## src/core/sdl_pkg.sv

```systemverilog
// Shared constants and decode helpers for the serial DAC load logic.
// Assumes one system clock domain; all pins arrive asynchronously.

package sdl_pkg;

  // ****************************************************************
  // Word layout
  // ****************************************************************
  localparam int WORD_BITS   = 16;
  localparam int SEG_BITS    = 4;
  localparam int SEG_COUNT   = 15;
  localparam int LADDER_BITS = 12;
  localparam int CNT_BITS    = 5;

  localparam logic [CNT_BITS-1:0]  CNT_FULL   = 5'h10;
  localparam logic [CNT_BITS-1:0]  CNT_RESET  = 5'h00;
  localparam logic [WORD_BITS-1:0] HOLD_RESET = 16'h0000;
  localparam logic [WORD_BITS-1:0] CLEAR_CODE = 16'h0000;

  // ****************************************************************
  // Pin synchroniser
  // ****************************************************************
  localparam int SYNC_STAGES = 2;
  localparam int PIN_COUNT   = 5;
  // Order: chip select, serial clock, data, load strobe, clear
  localparam logic [PIN_COUNT-1:0] PIN_IDLE = 5'h13;
  localparam int PIN_CS  = 4;
  localparam int PIN_SCK = 3;
  localparam int PIN_DIN = 2;
  localparam int PIN_LD  = 1;
  localparam int PIN_CLR = 0;

  // ****************************************************************
  // Timing
  // ****************************************************************
  localparam int CLK_PERIOD_NS   = 10;
  localparam int SCLK_MIN_PER_NS = 20;
  // Fastest serial clock period, counted in system clocks
  localparam int SCLK_MIN_CYCLES = SCLK_MIN_PER_NS / CLK_PERIOD_NS;

  // Thermometer decode: bit i set when code exceeds i
  function automatic logic [SEG_COUNT-1:0] therm(
    input logic [SEG_BITS-1:0] k
  );
    logic [SEG_COUNT-1:0] t;
    t = '0;
    for (int i = 0; i < SEG_COUNT; i++) begin
      t[i] = (32'(k) > i);
    end
    return t;
  endfunction

endpackage

```

## src/core/sdl_sync.sv

```systemverilog
// Multi-bit two-stage synchroniser for asynchronous pin inputs.
// Assumes each bit is an independent level; no word coherence.

`timescale 1ns/10ps
`default_nettype none

module sdl_sync #(
  parameter int                 WIDTH     = 1,
  parameter int                 STAGES    = 2,
  parameter logic [WIDTH-1:0]   RESET_VAL = '0
) (
  input  wire logic             clk_i,
  input  wire logic             rst_i,
  input  wire logic             ce_i,
  input  wire logic [WIDTH-1:0] async_i,
  output logic      [WIDTH-1:0] sync_o
);

  logic [WIDTH-1:0] stage_q [STAGES];

  if (STAGES < 2) begin : g_chk
    $error("sdl_sync needs at least two stages");
  end

  // ****************************************************************
  // Flop chain; first stage feeds only the second
  // ****************************************************************
  always_ff @(posedge clk_i or posedge rst_i) begin
    if (rst_i) begin
      for (int i = 0; i < STAGES; i++) begin
        stage_q[i] <= RESET_VAL;
      end
    end else if (ce_i) begin
      stage_q[0] <= async_i;
      for (int i = 1; i < STAGES; i++) begin
        stage_q[i] <= stage_q[i-1];
      end
    end
  end

  assign sync_o = stage_q[STAGES-1];

endmodule

`default_nettype wire

```

## src/core/sdl_seg_decode.sv

```systemverilog
// Segmented switch decoder: thermometer top bits, direct ladder bits.
// Purely combinational; the caller registers the results.

`timescale 1ns/10ps
`default_nettype none

module sdl_seg_decode #(
  parameter int SEG_W = 4,
  parameter int LAD_W = 12
) (
  input  wire logic [SEG_W+LAD_W-1:0] code_i,
  output logic      [(1<<SEG_W)-2:0]  segment_switch_o,
  output logic      [LAD_W-1:0]       ladder_switch_o
);

  if (SEG_W < 1 || SEG_W > 6) begin : g_chk
    $error("sdl_seg_decode segment width out of range");
  end

  // ****************************************************************
  // Thermometer: lowest k switches select the reference
  // ****************************************************************
  for (genvar i = 0; i < (1 << SEG_W) - 1; i++) begin : g_seg
    assign segment_switch_o[i] = (32'(code_i[SEG_W+LAD_W-1:LAD_W]) > i);
  end

  // Ladder bit n drives switch n
  assign ladder_switch_o = code_i[LAD_W-1:0];

endmodule

`default_nettype wire

```

## src/core/sdl_top.sv

```systemverilog
// Serial DAC load logic: shift register, holding register, decoder.
// Assumes pins are asynchronous to clk_i and sampled by oversampling.

`timescale 1ns/10ps
`default_nettype none

module sdl_top #(
  parameter int WORD_W = sdl_pkg::WORD_BITS
) (
  input  wire logic                          clk_i,
  input  wire logic                          rst_i,
  input  wire logic                          ce_i,
  input  wire logic                          chip_sel_n_i,
  input  wire logic                          serial_clk_i,
  input  wire logic                          serial_data_i,
  input  wire logic                          load_strobe_n_i,
  input  wire logic                          async_clear_n_i,
  output logic [sdl_pkg::WORD_BITS-1:0]      dac_code_o,
  output logic [sdl_pkg::SEG_COUNT-1:0]      segment_switch_o,
  output logic [sdl_pkg::LADDER_BITS-1:0]    ladder_switch_o,
  output logic                               word_ready_o
);

  if (WORD_W != sdl_pkg::SEG_BITS + sdl_pkg::LADDER_BITS) begin : g_chk
    $error("sdl_top word width must equal segment plus ladder bits");
  end

  // ****************************************************************
  // Pin synchronisation and edge detection
  // ****************************************************************
  logic [sdl_pkg::PIN_COUNT-1:0] pin_async;
  logic [sdl_pkg::PIN_COUNT-1:0] pin_s;
  logic [sdl_pkg::PIN_COUNT-1:0] pin_prev_q;

  assign pin_async = {chip_sel_n_i, serial_clk_i, serial_data_i,
                      load_strobe_n_i, async_clear_n_i};

  sdl_sync #(
    .WIDTH     (sdl_pkg::PIN_COUNT),
    .STAGES    (sdl_pkg::SYNC_STAGES),
    .RESET_VAL (sdl_pkg::PIN_IDLE)
  ) u_sync (
    .clk_i   (clk_i),
    .rst_i   (rst_i),
    .ce_i    (ce_i),
    .async_i (pin_async),
    .sync_o  (pin_s)
  );

  always_ff @(posedge clk_i or posedge rst_i) begin
    if (rst_i) begin
      pin_prev_q <= sdl_pkg::PIN_IDLE;
    end else if (ce_i) begin
      pin_prev_q <= pin_s;
    end
  end

  logic cs_low;
  logic cs_rise;
  logic sclk_rise;
  logic din_s;
  logic ld_low;
  logic ld_fall;
  logic clr_low;
  logic clr_fall;

  assign cs_low    = !pin_s[sdl_pkg::PIN_CS];
  assign cs_rise   = pin_s[sdl_pkg::PIN_CS] && !pin_prev_q[sdl_pkg::PIN_CS];
  assign sclk_rise = pin_s[sdl_pkg::PIN_SCK]
                     && !pin_prev_q[sdl_pkg::PIN_SCK];
  assign din_s     = pin_s[sdl_pkg::PIN_DIN];
  assign ld_low    = !pin_s[sdl_pkg::PIN_LD];
  assign ld_fall   = !pin_s[sdl_pkg::PIN_LD] && pin_prev_q[sdl_pkg::PIN_LD];
  assign clr_low   = !pin_s[sdl_pkg::PIN_CLR];
  assign clr_fall  = !pin_s[sdl_pkg::PIN_CLR]
                     && pin_prev_q[sdl_pkg::PIN_CLR];

  // ****************************************************************
  // Input shift register
  // ****************************************************************
  logic [sdl_pkg::WORD_BITS-1:0] shift_q;
  logic [sdl_pkg::CNT_BITS-1:0]  bit_cnt_q;
  logic                          ready_q;
  logic                          shift_en;

  assign shift_en = sclk_rise && cs_low;

  // no reset, so the input register keeps stale bits
  always_ff @(posedge clk_i) begin
    if (ce_i) begin
      if (clr_fall) begin
        shift_q <= sdl_pkg::CLEAR_CODE;
      end else if (shift_en) begin
        // first bit walks up to the MSB
        shift_q <= {shift_q[sdl_pkg::WORD_BITS-2:0], din_s};
      end
    end
  end

  // Counter saturates; extra bits still shift through
  always_ff @(posedge clk_i or posedge rst_i) begin
    if (rst_i) begin
      bit_cnt_q <= sdl_pkg::CNT_RESET;
    end else if (ce_i) begin
      if (cs_rise || !cs_low) begin
        bit_cnt_q <= sdl_pkg::CNT_RESET;
      end else if (shift_en && bit_cnt_q != sdl_pkg::CNT_FULL) begin
        bit_cnt_q <= bit_cnt_q + 5'h01;
      end
    end
  end

  // Complete word flag; a new frame withdraws it
  always_ff @(posedge clk_i or posedge rst_i) begin
    if (rst_i) begin
      ready_q <= 1'b0;
    end else if (ce_i) begin
      if (cs_low) begin
        ready_q <= 1'b0;
      end else if (cs_rise) begin
        ready_q <= (bit_cnt_q == sdl_pkg::CNT_FULL);
      end
    end
  end

  // ****************************************************************
  // Holding register and transfer
  // ****************************************************************
  logic [sdl_pkg::WORD_BITS-1:0] hold_q;
  logic [sdl_pkg::WORD_BITS-1:0] hold_d;
  logic                          cs_xfer;
  logic                          ld_xfer;

  // chip select rise, full word, strobe low
  // no transfer without a framed word
  assign cs_xfer = cs_rise && bit_cnt_q == sdl_pkg::CNT_FULL && ld_low;
  // strobe pulse on a ready word
  // strobes ignored while clear is low
  assign ld_xfer = ld_fall && ready_q && !cs_low;

  always_comb begin
    hold_d = hold_q;
    if (clr_fall) begin
      hold_d = sdl_pkg::CLEAR_CODE;
    end else if (!clr_low && (cs_xfer || ld_xfer)) begin
      hold_d = shift_q;
    end
  end

  // holding moves only on a transfer or a clear falling edge
  // driven by the system clock, not the serial clock
  always_ff @(posedge clk_i or posedge rst_i) begin
    if (rst_i) begin
      hold_q <= sdl_pkg::HOLD_RESET;
    end else if (ce_i) begin
      hold_q <= hold_d;
    end
  end

  // ****************************************************************
  // Switch decode, registered in step with the holding register
  // ****************************************************************
  logic [sdl_pkg::SEG_COUNT-1:0]   seg_d;
  logic [sdl_pkg::LADDER_BITS-1:0] lad_d;

  sdl_seg_decode #(
    .SEG_W (sdl_pkg::SEG_BITS),
    .LAD_W (sdl_pkg::LADDER_BITS)
  ) u_dec (
    .code_i           (hold_d),
    .segment_switch_o (seg_d),
    .ladder_switch_o  (lad_d)
  );

  // code leaves unsigned, no offset or sign handling
  always_ff @(posedge clk_i or posedge rst_i) begin
    if (rst_i) begin
      segment_switch_o <= '0;
      ladder_switch_o  <= '0;
    end else if (ce_i) begin
      segment_switch_o <= seg_d;
      ladder_switch_o  <= lad_d;
    end
  end

  assign dac_code_o   = hold_q;
  assign word_ready_o = ready_q;

  // ****************************************************************
  // Assertions
  // ****************************************************************
  // Input register has no reset; checks on it wait for known bits
  logic shift_known_q;

  always_ff @(posedge clk_i or posedge rst_i) begin
    if (rst_i) begin
      shift_known_q <= 1'b0;
    end else if (ce_i) begin
      if (clr_fall) begin
        shift_known_q <= 1'b1;
      end else if (shift_en && bit_cnt_q == sdl_pkg::CNT_FULL - 5'h01) begin
        shift_known_q <= 1'b1;
      end
    end
  end
endmodule

`default_nettype wire

```

## config.mk

```make
export PLATFORM = sky130hd
export DESIGN_NAME = sdl_top
export DESIGN_NICKNAME = d
export VERILOG_FILES = /design/src/core/sdl_pkg.sv /design/src/core/sdl_sync.sv /design/src/core/sdl_seg_decode.sv /design/src/core/sdl_top.sv
export SDC_FILE = /design/constraint.sdc
export NUM_CORES = 1
export LEC_CHECK = 0
export BUFFER_PORTS_ARGS = -buffer_cell sky130_fd_sc_hd__buf_2
export CORE_AREA = 2 2 84 86
export DETAILED_ROUTE_END_ITERATION = 16
export DIE_AREA = 0 0 86 88
export GPL_TIMING_DRIVEN = 0
export PLACE_DENSITY = 0.63
export SYNTH_ARGS = -nofsm -noshare
export SYNTH_HDL_FRONTEND = slang
export SYNTH_SLANG_ARGS = --single-unit
```

## constraint.sdc

```tcl
create_clock -name clk_i -period 2.1 [get_ports clk_i]
set_input_delay 0.21 -clock clk_i [delete_from_list [all_inputs] [get_ports clk_i]]
set_output_delay 0.21 -clock clk_i [all_outputs]
set_load 0.01 [all_outputs]
```

==> results of run 1 <==
==> area by class of cell <==
class / instances / area share
Tap cell: 80 / 0.02809
Clock inverter: 4 / 0.004916
Sequential cell: 67 / 0.4961
Clock buffer: 12 / 0.03792
Timing Repair Buffer: 59 / 0.09340
Inverter: 8 / 0.008427
Buffer: 22 / 0.04073
Multi-Input combinational cell: 137 / 0.2904
==> per-layer routing <==
layer	vias up	GRT usage	part of all wire
met5	-	0	0
met4	0	0.1039	0.029
met3	13	0.03864	0.048
met2	56	0.2431	0.46
met1	980	0.2280	0.46
li1	962	-	-
==> metrics by stage <==
| step | setup TNS, ps | cell area, sq um |
|---|---|---|
| final | 0 | 3563 |
| after global routing | -143.2 | 3563 |
| after CTS | 0 | 3476 |
| after detailed placement | -1453 | 3299 |
| after global placement | -1032 | 3279 |
| after floorplan | 0 | 2929 |
==> worst min path at each step <==
| stage | slack (ps) | startpoint | depth (start not counted) | end |
|---|---|---|---|---|
| finish | 100 | serial_data_i | 2 | u_sync.stage_q[7] |
| floorplan | 360 | serial_clk_i | 1 | u_sync.stage_q[8] |
| global route | 90 | serial_data_i | 2 | u_sync.stage_q[7] |
| detailed placement | 290 | rst_i | 2 | segment_switch_o[3] |
| global placement | 440 | serial_clk_i | 2 | u_sync.stage_q[8] |
| CTS | 80 | serial_data_i | 2 | u_sync.stage_q[7] |
==> cell families after synthesis <==
| group | Yosys count | synth area share |
|---|---|---|
| muxes | 19 | 0.07219 |
| buffers and inverters | 30 | 0.05638 |
| DFF | 67 | 0.6036 |
| AOI/OAI and AO/OA | 50 | 0.1226 |
| adders and majority gates | 2 | 0.008542 |
| xor gates and xnor gates | 3 | 0.008972 |
| and+or+nand+nor | 63 | 0.1277 |
==> state kept, by name, summed over array words and instances, names as in the netlist <==
register / flops
shift_q: 16
word_ready_o: 1
u_sync.sync_o: 5
u_sync.stage_q: 5
dac_code_o: 16
pin_prev_q: 4
bit_cnt_q: 5
segment_switch_o: 15
==> cell usage in the layout, fill, tap and decap left out, types with 6 or more instances in the layout <==
cell type	instances
sky130_fd_sc_hd__a21oi_1	9
sky130_fd_sc_hd__a22o_1	14
sky130_fd_sc_hd__and2_1	17
sky130_fd_sc_hd__buf_2	51
sky130_fd_sc_hd__buf_4	21
sky130_fd_sc_hd__clkbuf_1	8
sky130_fd_sc_hd__clkbuf_8	9
sky130_fd_sc_hd__dfrtp_1	42
sky130_fd_sc_hd__dfstp_2	9
sky130_fd_sc_hd__edfxtp_1	16
sky130_fd_sc_hd__inv_1	6
sky130_fd_sc_hd__mux2_2	17
sky130_fd_sc_hd__nand2_1	11
sky130_fd_sc_hd__nand3_1	10
sky130_fd_sc_hd__nor2_1	12
sky130_fd_sc_hd__o21ai_0	7
==> repair_timing <==
item                       4_1_cts  5_1_grt
gates resized for setup          2       12
setup endpoints to repair        2       22
setup buffers                    0        7
hold endpoints to repair        23        0
hold buffers                     1        0
pin swaps                        0        3
==> report_power, final <==
part | internal [mW] | switching [mW] | leakage (nW)
Clock | 0.417 | 0.463 | 0.0792
Combinational | 0.135 | 0.185 | 0.807
Sequential | 1.47 | 0.0643 | 0.811
==> impl_results.md, run 1 <==
* Library cell occupying the most area in the post-synthesis netlist: sky130_fd_sc_hd__dfrtp_1
* Worst reg2reg path startpoint: bit_cnt_q[0]
* Worst Reg2Reg Path Length in Cells at 8
* Cell at the slowest stage of the critical path: sky130_fd_sc_hd__dfrtp_1
* Number of antenna violations at the first check in global routing at 0
* Timing startpoint of the critical path: bit_cnt_q[0]
* Y dimension of the die at 88 um
* Pre-Repair DR Iteration Count at 4
* Number of diodes added for antenna fixing at 0
* Via count at 2011
* Iteration-0 DRC Markers at 144
* Reg2Reg Setup Slack at 80 ps
* Most common cell in the netlist: sky130_fd_sc_hd__dfrtp_1
* Remaining DRCs at 0
* Share of the synthesized area in the top cell type at 0.3588
* Detailed-route wire length per cell at 15.56 um
* Mean post-synth cell area at 12.52 sq um
* Final Max Slew Viols at 0
* Number of buffers created by CTS at 9
* Final-layout worst hold slack at 97.54 ps
* Highest achievable clock rate at 494.0 MHz
* GRT Resource Usage Total at 0.1675
* Final std cells w/o fill at 389
* Buffer depth of the longest clock path at 2
* Worst setup slack before clock tree synthesis at -90.77 ps
* Total I/O pin count at 52
* Slew at the pin closest to its max-slew limit at 641.1 ps
* Critical Path End Type: flop
* Post-detail-place hpwl at 4034 um
* Net count after synthesis at 244
* Core area at 6644 sq um
* CP Class: flop to flop
* Crit start category: flop
* Area of the die at 7568 sq um
* Dominant synthesized flop cell: sky130_fd_sc_hd__dfrtp_1
* CTS clk-pin slew, worst paths at 70 ps
* Leakage power at 1.697 nW
* Number of synthesis warnings at 0
* Vias in the first global route at 1929
* Post-synthesis instance area at 2929 sq um
* Overflow after GRT at 0
* Sequential fraction of the synthesis area at 0.6036
* Hold violation total from the final report at 0
* Slew headroom at 0.5726
* Area growth from synthesis to final layout at 21.66%
* CP Max Fanout at 5
* Routability-driven placement congestion ratio at 0.7882
* Clock tree from TritonCTS: yes
* Number of routed nets with antenna violations at 0
* Area of the multi-input gates at 1035 sq um
* Run status: complete, no violations
* Peak per-stage delay on the critical path at 400 ps
* Power consumption at 2.735 mW
* Power per cell area at 767.5 nW/um^2
* Crit path arrival time at 2250 ps
* Final setup fails at 0
* Worst IR drop on VDD at 343.7 uV
* Largest net degree at the start of global routing at 28
* Sequential cell area at 1768 sq um
* Top Family by Delay on Critical Path: compound AO/OA/AOI/OAI gates
* Data required time at the worst endpoint at 2330 ps
* FF-to-FF End: segment_switch_o[12]
* Setup ws final at 75.74 ps
* Fillers at 584
* Count of cell types in the netlist at 42
* Instance count of the mapped netlist at 234
* Register bit count reported by yosys at 67
* Clk_skew at 7.853 ps
* Number of enable flip-flop cells after synthesis at 16
* Number of I/O port buffers at 50
* Endpoint of the worst setup timing path: segment_switch_o[12]
* Via density at 5.170
* Wire length after detailed routing at 6053 um
* Top post-synthesis cells by area: sky130_fd_sc_hd__dfrtp_1 36%, sky130_fd_sc_hd__edfxtp_1 16%, sky130_fd_sc_hd__dfstp_2 8.1%
* WP depth at 8
* Layout Nets at 314
* Max-Cap Viols at 0
* Number of placement rows at 30
* Initial Utilization at 0.4409
* Core Util, Final at 0.5363
* Commonest cells post-synth: 42 x sky130_fd_sc_hd__dfrtp_1, 17 x sky130_fd_sc_hd__and2_1, 17 x sky130_fd_sc_hd__mux2_2
* Depth of the CTS H-tree at 3
* Share of synthesized flip-flops with an asynchronous set or reset at 0.7612
* Number of instances in the placed design at 365
* Horizontal die dimension at 86 um
* Clk root buf: sky130_fd_sc_hd__clkbuf_8
* CTS sink count at 67
* Cells traversed along the worst timing path: inv_1 -> ha_1 -> nand4bb_4 -> o21ai_4 -> nand2_4 -> o311a_4 -> and2_1 -> a22o_1
* CP Buf/Inv Count at 1
* Fin crit share at 0.9639
* Source-to-sink clock delay at the later pin of the worst-skew pair at 340 ps
* First-pass GRT wire length at 9466 um
* Share of layout cells above drive strength 1 at 0.4078
* Clock period minus final worst setup slack at 2024 ps
* Type of the worst min-delay path: input pin to flop
(Power assumes the default switching activity.)
==> run 2: changes to the inputs <==
--- a/config.mk
+++ b/config.mk
@@ -5,12 +5,14 @@
 export SDC_FILE = /design/constraint.sdc
 export NUM_CORES = 1
 export LEC_CHECK = 0
+export ABC_AREA = 1
 export BUFFER_PORTS_ARGS = -buffer_cell sky130_fd_sc_hd__buf_2
 export CORE_AREA = 2 2 84 86
 export DETAILED_ROUTE_END_ITERATION = 16
 export DIE_AREA = 0 0 86 88
 export GPL_TIMING_DRIVEN = 0
-export PLACE_DENSITY = 0.63
+export HOLD_SLACK_MARGIN = 0.06
+export PLACE_DENSITY = 0.64
 export SYNTH_ARGS = -nofsm -noshare
 export SYNTH_HDL_FRONTEND = slang
 export SYNTH_SLANG_ARGS = --single-unit
==> impl_results.md, run 2 <==
* Run status: complete, no violations (unchanged)
* First-pass GRT wire length at 9246 um (was 9466 um)
* Total negative setup slack at 0 ps (unchanged)
* Reported net switching power at 0.8222 mW (was 0.7123 mW)
* Register bit count reported by yosys at 67 (unchanged)
* Source-to-sink clock delay at the later pin of the worst-skew pair at 330 ps (was 340 ps)
* Cells traversed along the worst timing path: inv_1 -> nor2_2 -> inv_1 -> a21oi_4 (was inv_1 -> ha_1 -> nand4bb_4 -> o21ai_4 -> nand2_4 -> o311a_4 -> and2_1 -> a22o_1)
* Switching share of total power at 0.2610 (was 0.2604)
* CP Class: flop to flop (unchanged)
* Most common cell in the netlist: sky130_fd_sc_hd__nand2_1 (was sky130_fd_sc_hd__dfrtp_1)
* Part of the total power dissipated in the clock network at 0.371 (was 0.322)
* Library cell occupying the most area in the post-synthesis netlist: sky130_fd_sc_hd__dfrtp_1 (unchanged)
* Cell at the slowest stage of the critical path: sky130_fd_sc_hd__dfstp_2 (was sky130_fd_sc_hd__dfrtp_1)
* Instance count of the mapped netlist at 313 (was 234)
* Top post-synthesis cells by area: sky130_fd_sc_hd__dfrtp_1 36%, sky130_fd_sc_hd__edfxtp_1 16%, sky130_fd_sc_hd__nand2_1 12% (was sky130_fd_sc_hd__dfrtp_1 36%, sky130_fd_sc_hd__edfxtp_1 16%, sky130_fd_sc_hd__dfstp_2 8.1%)
* Data required time at the worst endpoint at 2070 ps (was 2330 ps)
* Power share of the sequential group at 0.492 (was 0.561)
* Power per cell area at 879.7 nW/um^2 (was 767.5 nW/um^2)
* Commonest cells post-synth: 91 x sky130_fd_sc_hd__nand2_1, 42 x sky130_fd_sc_hd__dfrtp_1, 40 x sky130_fd_sc_hd__inv_1 (was 42 x sky130_fd_sc_hd__dfrtp_1, 17 x sky130_fd_sc_hd__and2_1, 17 x sky130_fd_sc_hd__mux2_2)
* CTS sink count at 67 (unchanged)
* Most numerous cell on the critical path: sky130_fd_sc_hd__inv_1
* Post-detail-place hpwl at 3894 um (was 4034 um)
* Clock tree from TritonCTS: yes (unchanged)
* Pre-Repair DR Iteration Count at 4 (unchanged)
* Share of synthesized flip-flops with an asynchronous set or reset at 0.7612 (unchanged)
* Hold violation total from the final report at 0 (unchanged)
* Number of antenna violations at the first check in global routing at 0 (unchanged)
* Remaining DRCs at 0 (unchanged)
* Share of layout cells above drive strength 1 at 0.2865 (was 0.4078)
* Area growth from synthesis to final layout at 21.53% (was 21.66%)
* Peak per-stage delay on the critical path at 520 ps (was 400 ps)
* Number of placement rows at 30 (unchanged)
* Slew headroom at 0.6415 (was 0.5726)
* Total I/O pin count at 52 (unchanged)
* Leakage power at 1.913 nW (was 1.697 nW)
* Routability-driven placement congestion ratio at 0.7416 (was 0.7882)
* Setup ws final at 174.6 ps (was 75.74 ps)
* Final-layout worst hold slack at 75.72 ps (was 97.54 ps)
* Clk root buf: sky130_fd_sc_hd__clkbuf_8 (unchanged)
* Number of synthesis warnings at 0 (unchanged)
* Unrepaired setup endpoints after global routing: no
* Slew at the pin closest to its max-slew limit at 536.6 ps (was 641.1 ps)
* Combinational Power Share at 0.137 (was 0.117)
* Commonest cells after routing, fill and taps aside: 91 x sky130_fd_sc_hd__nand2_1, 54 x sky130_fd_sc_hd__buf_2, 42 x sky130_fd_sc_hd__dfrtp_1, 39 x sky130_fd_sc_hd__inv_1, 24 x sky130_fd_sc_hd__nor2_1 (was 51 x sky130_fd_sc_hd__buf_2, 42 x sky130_fd_sc_hd__dfrtp_1, 21 x sky130_fd_sc_hd__buf_4, 17 x sky130_fd_sc_hd__mux2_2, 17 x sky130_fd_sc_hd__and2_1)
* Detailed-route wire length per cell at 12.04 um (was 15.56 um)
* Clock period minus final worst setup slack at 1925 ps (was 2024 ps)
* Max-Cap Viols at 0 (unchanged)
* Critical Path End Type: flop (unchanged)
* Iteration-0 DRC Markers at 91 (was 144)
* Layout Nets at 389 (was 314)
* Via density at 4.655 (was 5.170)
* Horizontal die dimension at 86 um (unchanged)
* Post-synthesis instance area at 2947 sq um (was 2929 sq um)
* Vias in the first global route at 1983 (was 1929)
* Worst setup slack before clock tree synthesis at -64.93 ps (was -90.77 ps)
* Share of the synthesized area in the top cell type at 0.3567 (was 0.3588)
* Net count after synthesis at 323 (was 244)
* Final Max Slew Viols at 0 (unchanged)
* CP Max Fanout at 16 (was 5)
* Number of I/O port buffers at 51 (was 50)
* Mean post-synth cell area at 9.414 sq um (was 12.52 sq um)
* Crit path arrival time at 1900 ps (was 2250 ps)
* Fin crit share at 0.9169 (was 0.9639)
* Y dimension of the die at 88 um (unchanged)
* Type of the worst min-delay path: input pin to flop (unchanged)
* GRT Resource Usage Total at 0.1604 (was 0.1675)
* Count of cell types in the netlist at 30 (was 42)
* Area of the die at 7568 sq um (unchanged)
* Worst IR drop on VDD at 457.3 uV (was 343.7 uV)
* Clk_skew at 5.744 ps (was 7.853 ps)
* Number of post-CTS setup repair buffers at 0 (unchanged)
* Wire length after detailed routing at 5587 um (was 6053 um)
* Number of routed nets with antenna violations at 0 (unchanged)
* Number of enable flip-flop cells after synthesis at 16 (unchanged)
* Final setup fails at 0 (unchanged)
* Crit start category: flop (unchanged)
* Number of diodes added for antenna fixing at 0 (unchanged)
* Most common cell after layout, fill and taps aside: sky130_fd_sc_hd__nand2_1 (was sky130_fd_sc_hd__buf_2)
* Highest achievable clock rate at 519.4 MHz (was 494.0 MHz)
* Hold path depth at 3 (was 2)
* Number of buffers created by CTS at 9 (unchanged)
* Overflow after GRT at 0 (unchanged)
* Core area at 6644 sq um (unchanged)
* CTS clk-pin slew, worst paths at 70 ps (about the same)
* Dominant synthesized flop cell: sky130_fd_sc_hd__dfrtp_1 (unchanged)
* Power Internal at 2.328 mW (was 2.023 mW)
* Largest net degree at the start of global routing at 37 (was 28)
* Worst Reg2Reg Path Length in Cells at 4 (was 8)
* Buffer depth of the longest clock path at 2 (unchanged)
* Via count at 2160 (was 2011)
* Initial Utilization at 0.4435 (was 0.4409)
* Depth of the CTS H-tree at 3 (unchanged)
* Sequential fraction of the synthesis area at 0.6000 (was 0.6036)
## run 2: metal layers
layer,share of wire,wire [um],GRT usage
met1,0.49,2741,0.2156
met2,0.44,2437,0.2516
met3,0.064,358,0.03582
met4,0.0089,50,0.06926
met5,0,0,0
## run 2: critical path, delay by kind of cell (launching register included)
kind,cells,cell delay [ps]
buf+inv,2,280
compound gates,1,510
flops,1,520
simple gates,1,260
## run 2: path summary, 6_finish.rpt
kind,startpoint,end,slack [ps]
worst min register to register,u_sync.stage_q[6],u_sync.sync_o[1],460
min in group asynchronous,rst_i,dac_code_o[4],390
worst max register to register,pin_prev_q[0],shift_q[4],170
worst min-delay path,serial_clk_i,u_sync.stage_q[8],80
max in group asynchronous,rst_i,pin_prev_q[0],1150
worst max-delay path,pin_prev_q[0],shift_q[4],170
## run 2: layout make-up
type,instances,area (sq um)
well taps,80,100.1
repair buffers,55,305.3
plain buffers,22,131.4
clock buffers,11,141.4
inverters,42,157.7
flip-flops and latches,67,1768
multi-input cells,182,900.9
fillers,626,3063
clock inverters,5,76.32
## run 2: what timing repair did
action / CTS / global route
endpoints found under the setup margin: 16 / 0
hold buffers: 3 / 0
endpoints found under the hold margin: 17 / 0
resized for setup: 1 / 0
## run 2: per-stage QoR
step	power, mW	instances	utilization	cell area (sq um)
global placement	1.988	444	0.4976	3306
global route	3.329	464	0.5390	3581
CTS	3.182	464	0.5390	3581
detailed placement	2.002	445	0.5006	3326
floorplan	1.858	313	-	2950
finish	3.150	464	0.5390	3581
## run 2: kinds of logic (layout without fill, tap and decap cells)
kind of cell,Yosys count,count (layout),share of synthesized area
AO/OA/AOI/OAI,32,32,0.06667
AND/OR/NAND/NOR,147,147,0.2238
XOR/XNOR,1,1,0.002973
adder cells (fa/ha/maj),2,2,0.008491
flip-flops,67,67,0.6000
buffers and inverters,64,135,0.09809
## run 2: power by group through the flow
stage | logic [mW] | clock network (mW) | registers [mW]
6_report | 0.430 | 1.17 | 1.55
3_5_place_dp | 0.426 | 0 | 1.58
5_1_grt | 0.499 | 1.26 | 1.57
3_3_place_gp | 0.415 | 0 | 1.57
4_1_cts | 0.437 | 1.19 | 1.55
2_1_floorplan | 0.269 | 0 | 1.59
